<file path="src/rtl/fpu_exc_map.svh">
// constants of the floating-point exception and flag block
// assumes one core clock and a synchronous active-high reset
`ifndef FPU_EXC_MAP_SVH
`define FPU_EXC_MAP_SVH

// =====================================================
// status/control word layout
`define FPX_RM_BIT        0
`define FPX_FLAG_LO       2
`define FPX_EN_LO         7
`define FPX_CAUSE_LO      12
`define FPX_DN_BIT        18
`define FPX_FP_STATUS_CONTROL_REG_MASK    32'h0007FFFD
`define FPX_FP_STATUS_CONTROL_REG_RESET   32'h00000000

// =====================================================
// source positions inside cause, flag and enable; the error one only inside cause
`define FPX_SRC_I         0
`define FPX_SRC_U         1
`define FPX_SRC_O         2
`define FPX_SRC_Z         3
`define FPX_SRC_V         4
`define FPX_SRC_E         5

// =====================================================
// operand layouts
`define FPX_S_SIGN        31
`define FPX_S_EXP_HI      30
`define FPX_S_EXP_LO      23
`define FPX_S_FRAC_HI     22
`define FPX_D_SIGN        63
`define FPX_D_EXP_HI      62
`define FPX_D_EXP_LO      52
`define FPX_D_FRAC_HI     51

// =====================================================
// default results
`define FPX_S_QNAN        32'h7FC00000
`define FPX_D_QNAN        64'h7FF8000000000000
`define FPX_S_INF         32'h7F800000
`define FPX_D_INF         64'h7FF0000000000000
`define FPX_S_INF_BODY    31'h7F800000
`define FPX_D_INF_BODY    63'h7FF0000000000000

`endif

</file>
<file path="src/rtl/fpu_exc_pkg.sv">
// types of the floating-point exception and flag block
// assumes the constants header is included by users
package fpu_exc_pkg;

   // =====================================================
   // modes
   typedef enum logic {
      RND_NEAREST = 1'b0,
      RND_ZERO    = 1'b1
   } round_mode_e;

   typedef enum logic {
      DNM_FULL  = 1'b0,
      DNM_FLUSH = 1'b1
   } denorm_mode_e;

   typedef logic [5:0] cause_t;
   typedef logic [4:0] flag_t;

endpackage

</file>
<file path="src/rtl/fp_register_file.sv">
// floating-point register array, single words or double pairs
// assumes the writer gives an even index for a double access
`timescale 1ns/1ns
module fp_register_file #(
   parameter int NUM_REGS = 32
) (
   // clock and reset
   input  wire logic        clk,
   input  wire logic        sys_rst,
   // write port
   input  wire logic        wr_en,
   input  wire logic        wr_double,
   input  wire logic [4:0]  wr_idx,
   input  wire logic [63:0] wr_data,
   // read port
   input  wire logic [4:0]  rd_idx,
   input  wire logic        rd_double,
   output logic      [63:0] rd_data
);

   logic [31:0] mem [NUM_REGS];
   logic [63:0] rd_data_reg;

   // =====================================================
   // write: a double pair is the even word (high half) and the odd one
   always_ff @(posedge clk) begin
      if (wr_en) begin
         if (wr_double) begin
            mem[{wr_idx[4:1], 1'b0}] <= wr_data[63:32];
            mem[{wr_idx[4:1], 1'b1}] <= wr_data[31:0];
         end else begin
            mem[wr_idx] <= wr_data[31:0];
         end
      end
   end

   // =====================================================
   // registered read, single in the low half
   always_ff @(posedge clk) begin
      if (sys_rst) begin
         rd_data_reg <= 64'h0000000000000000;
      end else if (rd_double) begin
         rd_data_reg <= {mem[{rd_idx[4:1], 1'b0}], mem[{rd_idx[4:1], 1'b1}]};
      end else begin
         rd_data_reg <= {32'h00000000, mem[rd_idx]};
      end
   end

   assign rd_data = rd_data_reg;

endmodule

</file>
<file path="src/rtl/fpu_exception_flags.sv">
// exception detection, sticky flags and trap decision of the fpu
// assumes issue and datapath inputs come from logic on the same clock
`timescale 1ns/1ns
`include "fpu_exc_map.svh"
module fpu_exception_flags (
   // clock and reset
   input  wire logic        clk,
   input  wire logic        sys_rst,
   // cpu status word
   input  wire logic        fpu_disable_bit,
   // status/control word access
   input  wire logic        fp_status_control_reg_wr_en,
   input  wire logic [31:0] fp_status_control_reg_wdata,
   output logic      [31:0] fp_status_control_reg_rdata,
   // modes towards the datapath
   output logic             round_to_zero,
   output logic             flush_to_zero,
   // instruction issue
   input  wire logic        instr_valid,
   input  wire logic        instr_is_fp,
   input  wire logic        vector_transform_instr,
   input  wire logic        instr_double,
   input  wire logic [4:0]  dest_idx,
   input  wire logic [63:0] op_a,
   input  wire logic [63:0] op_b,
   // datapath sources
   input  wire logic        src_invalid,
   input  wire logic        src_div_zero,
   input  wire logic        src_overflow,
   input  wire logic        src_underflow,
   input  wire logic        src_inexact,
   input  wire logic        may_overflow,
   input  wire logic        may_underflow,
   input  wire logic        may_inexact,
   input  wire logic        unrounded_sign,
   input  wire logic [63:0] dp_result,
   // register load path
   input  wire logic        ld_wr_en,
   input  wire logic        ld_double,
   input  wire logic [4:0]  ld_idx,
   input  wire logic [63:0] ld_data,
   // register read port
   input  wire logic [4:0]  rd_idx,
   input  wire logic        rd_double,
   output logic      [63:0] rd_data,
   // events
   output logic             fpu_disable_exc,
   output logic             fpu_exc,
   output logic             instr_done
);

   // =====================================================
   // operand classification
   function automatic logic is_denormal(input logic [63:0] op, input logic dbl);
      logic den;
      den = 1'b0;
      if (dbl) begin
         den = (op[`FPX_D_EXP_HI:`FPX_D_EXP_LO] == 11'h000) &&
               (op[`FPX_D_FRAC_HI:0] != 52'h0000000000000);
      end else begin
         den = (op[`FPX_S_EXP_HI:`FPX_S_EXP_LO] == 8'h00) &&
               (op[`FPX_S_FRAC_HI:0] != 23'h000000);
      end
      return den;
   endfunction

   // =====================================================
   // state
   logic [31:0]            fp_status_control_reg_reg;
   logic [31:0]            fp_status_control_reg_next;
   logic                   disable_exc_reg;
   logic                   trap_reg;
   logic                   done_reg;
   logic                   exec;
   logic                   denorm_in;
   fpu_exc_pkg::cause_t    src_vec;
   fpu_exc_pkg::flag_t     trap_vec;
   fpu_exc_pkg::flag_t     enables;
   fpu_exc_pkg::flag_t     flags_base;
   logic                   trap_now;
   logic                   dn_bit;
   logic                   res_wr_en;
   logic [63:0]            res_data;
   logic                   rf_wr_en;
   logic                   rf_wr_double;
   logic [4:0]             rf_wr_idx;
   logic [63:0]            rf_wr_data;

   assign dn_bit  = fp_status_control_reg_reg[`FPX_DN_BIT];
   assign enables = fp_status_control_reg_reg[`FPX_EN_LO +: 5];

   // a disabled fpu never reaches the trap or write logic
   assign exec = instr_valid && instr_is_fp && !fpu_disable_bit;

   assign denorm_in = is_denormal(op_a, instr_double) || is_denormal(op_b, instr_double);

   // =====================================================
   // sources of this instruction
   always_comb begin
      src_vec                = 6'h00;
      src_vec[`FPX_SRC_E]    = denorm_in && !dn_bit;
      src_vec[`FPX_SRC_V]    = src_invalid;
      src_vec[`FPX_SRC_Z]    = src_div_zero;
      src_vec[`FPX_SRC_O]    = src_overflow;
      src_vec[`FPX_SRC_U]    = src_underflow;
      src_vec[`FPX_SRC_I]    = src_inexact;
   end

   // =====================================================
   // trap decision; possibility, not occurrence, drives o/u/i
   always_comb begin
      trap_vec             = 5'h00;
      trap_vec[`FPX_SRC_V] = enables[`FPX_SRC_V] &&
                             (vector_transform_instr || src_invalid);
      trap_vec[`FPX_SRC_Z] = enables[`FPX_SRC_Z] && src_div_zero;
      trap_vec[`FPX_SRC_O] = enables[`FPX_SRC_O] && may_overflow;
      trap_vec[`FPX_SRC_U] = enables[`FPX_SRC_U] && may_underflow;
      trap_vec[`FPX_SRC_I] = enables[`FPX_SRC_I] && may_inexact;
   end

   // error source has no enable bit, so it always traps
   assign trap_now = src_vec[`FPX_SRC_E] || (trap_vec != 5'h00);

   // =====================================================
   // default result for untrapped cases
   always_comb begin
      res_data = dp_result;
      if (src_invalid) begin
         res_data = instr_double ? `FPX_D_QNAN : {32'h00000000, `FPX_S_QNAN};
      end else if (src_div_zero) begin
         if (instr_double) begin
            res_data = {unrounded_sign, `FPX_D_INF_BODY};
         end else begin
            res_data = {32'h00000000, unrounded_sign, `FPX_S_INF_BODY};
         end
      end
   end

   // destination untouched on a trap
   assign res_wr_en = exec && !trap_now;

   // =====================================================
   // register file write mux, instruction result wins over a load
   always_comb begin
      rf_wr_en     = res_wr_en || ld_wr_en;
      rf_wr_double = ld_double;
      rf_wr_idx    = ld_idx;
      rf_wr_data   = ld_data;
      if (res_wr_en) begin
         rf_wr_double = instr_double;
         rf_wr_idx    = dest_idx;
         rf_wr_data   = res_data;
      end
   end

   fp_register_file #(
      .NUM_REGS (32)
   ) u_regs (
      .clk       (clk),
      .sys_rst   (sys_rst),
      .wr_en     (rf_wr_en),
      .wr_double (rf_wr_double),
      .wr_idx    (rf_wr_idx),
      .wr_data   (rf_wr_data),
      .rd_idx    (rd_idx),
      .rd_double (rd_double),
      .rd_data   (rd_data)
   );

   // =====================================================
   // status/control word next value
   // a software write and a flag set in one cycle: the set wins
   always_comb begin
      fp_status_control_reg_next = fp_status_control_reg_reg;
      if (fp_status_control_reg_wr_en) begin
         fp_status_control_reg_next = fp_status_control_reg_wdata & `FPX_FP_STATUS_CONTROL_REG_MASK;
      end
      flags_base = fp_status_control_reg_next[`FPX_FLAG_LO +: 5];
      if (exec) begin
         fp_status_control_reg_next[`FPX_CAUSE_LO +: 6] = src_vec;
         fp_status_control_reg_next[`FPX_FLAG_LO +: 5]  = flags_base | src_vec[4:0];
      end
   end

   always_ff @(posedge clk) begin
      if (sys_rst) begin
         fp_status_control_reg_reg <= `FPX_FP_STATUS_CONTROL_REG_RESET;
      end else begin
         fp_status_control_reg_reg <= fp_status_control_reg_next;
      end
   end

   // =====================================================
   // event pulses, one cycle after issue
   always_ff @(posedge clk) begin
      if (sys_rst) begin
         disable_exc_reg <= 1'b0;
      end else begin
         disable_exc_reg <= instr_valid && instr_is_fp && fpu_disable_bit;
      end
   end

   // one common trap event; the cause field shows occurred sources, not an o/u/i possibility or a transform that trapped
   always_ff @(posedge clk) begin
      if (sys_rst) begin
         trap_reg <= 1'b0;
      end else begin
         trap_reg <= exec && trap_now;
      end
   end

   always_ff @(posedge clk) begin
      if (sys_rst) begin
         done_reg <= 1'b0;
      end else begin
         done_reg <= res_wr_en;
      end
   end

   assign fp_status_control_reg_rdata     = fp_status_control_reg_reg;
   assign round_to_zero   = fp_status_control_reg_reg[`FPX_RM_BIT] == fpu_exc_pkg::RND_ZERO;
   assign flush_to_zero   = dn_bit == fpu_exc_pkg::DNM_FLUSH;
   assign fpu_disable_exc = disable_exc_reg;
   assign fpu_exc         = trap_reg;
   assign instr_done      = done_reg;
endmodule

</file>
<file path="config.mk">
export PLATFORM = sky130hd
export DESIGN_NAME = fpu_exception_flags
export DESIGN_NICKNAME = d
export VERILOG_FILES = /design/src/rtl/fpu_exc_pkg.sv /design/src/rtl/fp_register_file.sv /design/src/rtl/fpu_exception_flags.sv
export VERILOG_INCLUDE_DIRS = /design/src /design/src/rtl
export SDC_FILE = /design/constraint.sdc
export NUM_CORES = 2
export LEC_CHECK = 0
export BUFFER_PORTS_ARGS = -buffer_cell sky130_fd_sc_hd__buf_2
export CAP_MARGIN = 30
export CORE_MARGIN = 5
export CORE_UTILIZATION = 51
export DETAILED_ROUTE_END_ITERATION = 8
export PLACE_DENSITY = 0.79
export SYNTH_ARGS = -nofsm -noshare
export SYNTH_HDL_FRONTEND = slang
export SYNTH_HIERARCHICAL = 1
export SYNTH_SLANG_ARGS = --single-unit
</file>
<file path="constraint.sdc">
create_clock -name clk -period 5.9 [get_ports clk]
set_input_delay 0 -clock clk [delete_from_list [all_inputs] [get_ports clk]]
set_output_delay 0 -clock clk [all_outputs]
set_load 0.02 [all_outputs]
</file>
Yosys cells after proc, flatten, opt, wreduce, memory -nomap -nowiden
Memories as Yosys holds them, arrays and structs flattened. A register that Yosys moved wholly into a read port is not among the register bits.
Cells that the tools add are included.
- mux-type cells: 22
- bitwise gates (word level): 2
- reductions and logical operators: 34
- operators with widths (cell ; count):
    64-bit 2-to-1 mux ; 4
    52-bit nonzero test ; 2
    32-bit 2-to-1 mux ; 2
    63-bit 2-to-1 mux ; 1
    23-bit nonzero test ; 2
    32-bit OR reduction ; 1
    11-bit logical NOT ; 2
    18-bit 2-to-1 mux ; 1
    8-bit logical NOT ; 2
    1-bit logical AND ; 15
    5-bit 2-to-1 mux ; 3
    1-bit 2-to-1 mux ; 10
    6-bit 2-to-1 mux ; 1
    5-bit bitwise OR ; 1
    5-bit nonzero test ; 1
    1-bit logical OR ; 4
    1-bit logical NOT ; 3
    2-bit nonzero test ; 1
    2-bit OR reduction ; 1
    1-bit inverter ; 1
- register bits after elaboration: 53
- bits in writable memories: 1024
- input port bits: 323
- output and inout bits: 101
- word-level logic and storage cells: 66
- memories: 1
- memory list (memory ; words ; width ; rd ports ; clocked after memory_dff ; write ports ; line ; text):
    u_regs.mem ; 32 ; 32 ; 3 ; 1 ; 2 ; fp_register_file.sv:21 ; logic [31:0] mem [NUM_REGS];

Longest topological paths before layout
- word-level depth: 14
- mapped depth: 16

By module
Netlist, hierarchy kept.
- by module, submodules not included (module ; times used ; cells each ; area an instance (um^2) ; seq. area each (um^2)):
    fp_register_file ; 1 ; 3045 ; 54069.4 ; 32030.7
    fpu_exception_flags ; 1 ; 379 ; 2590.0 ; 420.4

Worst setup path after synthesis
Ideal clock, no wire load.
- kind: register to register
- start point: register fp_status_control_reg_reg[7] (netlist: fp_status_control_reg_rdata[7])
- end point: memory u_regs.mem[16][0] (enable)
- arrival: 4890 ps
- slack: 545 ps
- stages on the path, launching flop included: 11
- path buffers: 2
- clock period less this slack: 5355 ps
- path through: dfxtp_1 a22oi_1 nand2_1 a221oi_1 nand2_1 nor2_8 buf_8 mux2_1 clkbuf_1 or2_2 o21ai_0
- RTL lines (element ; line ; text):
    from (decl) ; fpu_exception_flags.sv:69 ; logic [31:0] fp_status_control_reg_reg;
    from (signal assigned) ; fpu_exception_flags.sv:187 ; fp_status_control_reg_reg <= `FPX_FP_STATUS_CONTROL_REG_RESET;
    from (signal assigned) ; fpu_exception_flags.sv:189 ; fp_status_control_reg_reg <= fp_status_control_reg_next;
    to (decl) ; fp_register_file.sv:21 ;

==> results.toml <==
[run_status]
status = "completed"

[timing]
clock.fmax_mhz = 220
fin_setup_tns_ps = 0
rsz0062_at_grt = "false"
timing.slew.headroom_pct = 27.5
post-route-min-period_ps = 4540
slew_violations = 0
setup_viol = 0
tightest_slew_ps = 1090
period_share_pct = 76.9
finalHoldViolCount = 0
skew_ps = 25.4

[placed_design]
io_buffers = 393
place.gp.congestion = 1.04
dp_cells = 5155
place_hpwl_mm = 114

[drt]
drt_pass1_iterations = 5
avgViaCountPerCell = 6.88
drt_iter0_markers = 5740
wl_per_cell_um = 34.1
routed-via-count = 37700
drc = 0
wl_mm = 187
antenna_left = 0

[global_routing]
antenna_found_initial = 8
grt-ovfl-total = 0
grt-busiest-layer = "met2"
grt.total_usage_pct = 31.2
use_met1_pct = 41.0
grt_pass1_vias = 37800
use_met3_pct = 6.95
grt_pass1_wl_mm = 265
grt_max_degree = 152
met2_usage_pct = 50.0

[power]
combPwrFrac_pct = 11.8
p_int_w = 0.0142
power_density_mw_per_mm2 = 281
irDropWorstVdd_v = 0.000212
p_clk_share_pct = 40.6
power_frac_seq_pct = 47.6
swShare_pct = 24.0
p_sw_w = 0.00446
p_leak_nw = 23.1

[floorplanning]
die-area_sq_mm = 0.118
dieWidth_um = 343
ios = 424
rows = 122
start_util_pct = 51.3
die_h_um = 343
coreArea_sq_mm = 0.111

[final_layout]
synthToLayoutAreaGrowth_pct = 17.1
layout.nets = 4216
largest_reg_flops = 1024
num-fill-cells = 7948
instances_no_fill = 5484
drive_gt1_share_pct = 43.7

[yosys]
postSynthCellCount = 3424
synth-seq-cells = 1109
ys_types = 54
syn_area_sq_mm = 0.0567
synthArstFlopShare_pct = 0
seq_area_frac_synth_pct = 57.3
avgSynthCellArea_sq_um = 16.5
synth-edff-count = 1024
synthFlopType = "edfxtp_1"
ys.warnings.count = 6

[critical_path]
crit_path_end_kind = "flip-flop"
path_cells = "a22oi_1 -> nand2_1 -> a221oi_4 -> dlygate4sd3_1 -> nand2_1 -> nor2_8 -> mux2_1 -> and2_1 -> nand3_1 -> o21bai_4 -> buf_12"
cp_slowest_cell = "o21bai_4"
crit_family = "compound AO/OA/AOI/OAI gates"
cp.required_ps = 6280
critPathMaxStageDelay_ps = 920
worstPathArrival_ps = 4910
cp_max_fo = 18
path_depth = 11
worst-setup-path-type = "reg -> reg"
cp-start-kind = "flip-flop"
crit_top_cell = "nand2_1"
path_buf_inv = 2
reg2regPathDepth = 11

[hold_path]
hold_class = "in -> reg"
worstHoldPathCells = 4

[cts]
cts_made_buffers = 113
cts_max_level = 3
clkSinkCount = 1109
root_buffer = "clkbuf_16"
cts_buffer_depth = 3
clkTransAtPathRegs_ps = 70
cts_setup_buffers = 0
clk_latency_ps = 710
cts_tree = "yes"

[job]
drv_cap = 0
## power groups by stage
stage / registers, W / clock network, W / logic [W]
after floorplan: 0.00907 / 0 / 0.00128
after global placement: 0.00902 / 0 / 0.00203
after detailed placement: 0.00903 / 0 / 0.00208
after CTS: 0.00886 / 0.00760 / 0.00216
after global routing: 0.00887 / 0.00794 / 0.00230
final: 0.00886 / 0.00755 / 0.00220
## cell usage in the layout (no fill, tap or decap), drive strengths merged, types with 63 or more instances in the layout
cell type,synthesis,final
clkbuf,166,133
nand4,63,63
mux2i,270,270
edfxtp,1024,1024
mux4,415,415
mux2,551,551
dlygate4sd3,0,107
buf,185,584
nand2,117,117
dfxtp,85,85
## final timing paths
path,from,endpoint,slack (ps)
setup / recovery,fp_status_control_reg_rdata[7]$_SDFFE_PP0P_,u_regs/mem[30][10]$_DFFE_PP_,1360
hold / removal,dp_result[11],u_regs/mem[3][11]$_DFFE_PP_,30
setup reg to reg,fp_status_control_reg_rdata[7]$_SDFFE_PP0P_,u_regs/mem[30][10]$_DFFE_PP_,1360
hold reg to reg,u_regs/mem[25][29]$_DFFE_PP_,u_regs/rd_data[29]$_SDFF_PP0_,770
## tightest hold or removal path, cell delays in order
cell	delay, ps
buf_2	100
nand4_1	90
o22ai_2	80
buf_4	230
## cell families after synthesis
kind of cell           after synthesis  synth area share, %
AO/OA/AOI/OAI                      325                 3.99
buffers and inverters              401                 3.31
multiplexers                      1236                 32.2
other                                1              0.00662
AND/OR/NAND/NOR                    352                 3.20
flip-flops                        1109                 57.3
## what timing repair did
item | 4_1_cts | 5_1_grt
hold endpoints to repair | 442 | 17
hold buffers | 105 | 2
resized for setup | 0 | 0
## cell type report
class / instances / area, sq um / share of cell area [%]
Sequential cell: 1109 / 32500 / 48.9
Multi-Input combinational cell: 1927 / 23000 / 34.7
Timing Repair Buffer: 692 / 4920 / 7.42
Clock buffer: 132 / 3000 / 4.52
Tap cell: 1488 / 1860 / 2.81
Clock inverter: 82 / 918 / 1.38
Inverter: 50 / 188 / 0.283
Antenna cell: 4 / 10.0 / 0.0151
## Yosys cell counts, types with 50 or more instances
cell type	n	area share, %
edfxtp_1	1024	54
mux2_2	462	9.2
buf_2	78	0.69
nand2_1	117	0.78
mux2_1	89	1.8
o21ai_0	51	0.45
a22oi_1	58	0.77
clkbuf_1	166	1.1
mux4_2	415	16
nand4_1	63	0.70
buf_1	53	0.35
inv_1	50	0.33
dfxtp_1	85	3.0
mux2i_1	270	4.8
## stage by stage
step	hold slack (ps)	util, %	worst slack (ps)	instance area (sq um)	power, W
after floorplan	76.1	-	545	56700	0.0104
after global placement	233	55.3	1220	61200	0.0110
after detailed placement	247	55.4	1250	61300	0.0111
after CTS	0.863	59.9	1470	66200	0.0186
after global routing	41.9	60.0	1240	66300	0.0191
final	25.2	60.0	1360	66300	0.0186
## layer usage
layer | part of all wire [%] | wire, um
met4 | 5.7 | 10600
met1 | 34 | 63600
met3 | 14 | 25700
met5 | 0.014 | 27
met2 | 47 | 87300
Power figures use the tool's default switching activity.
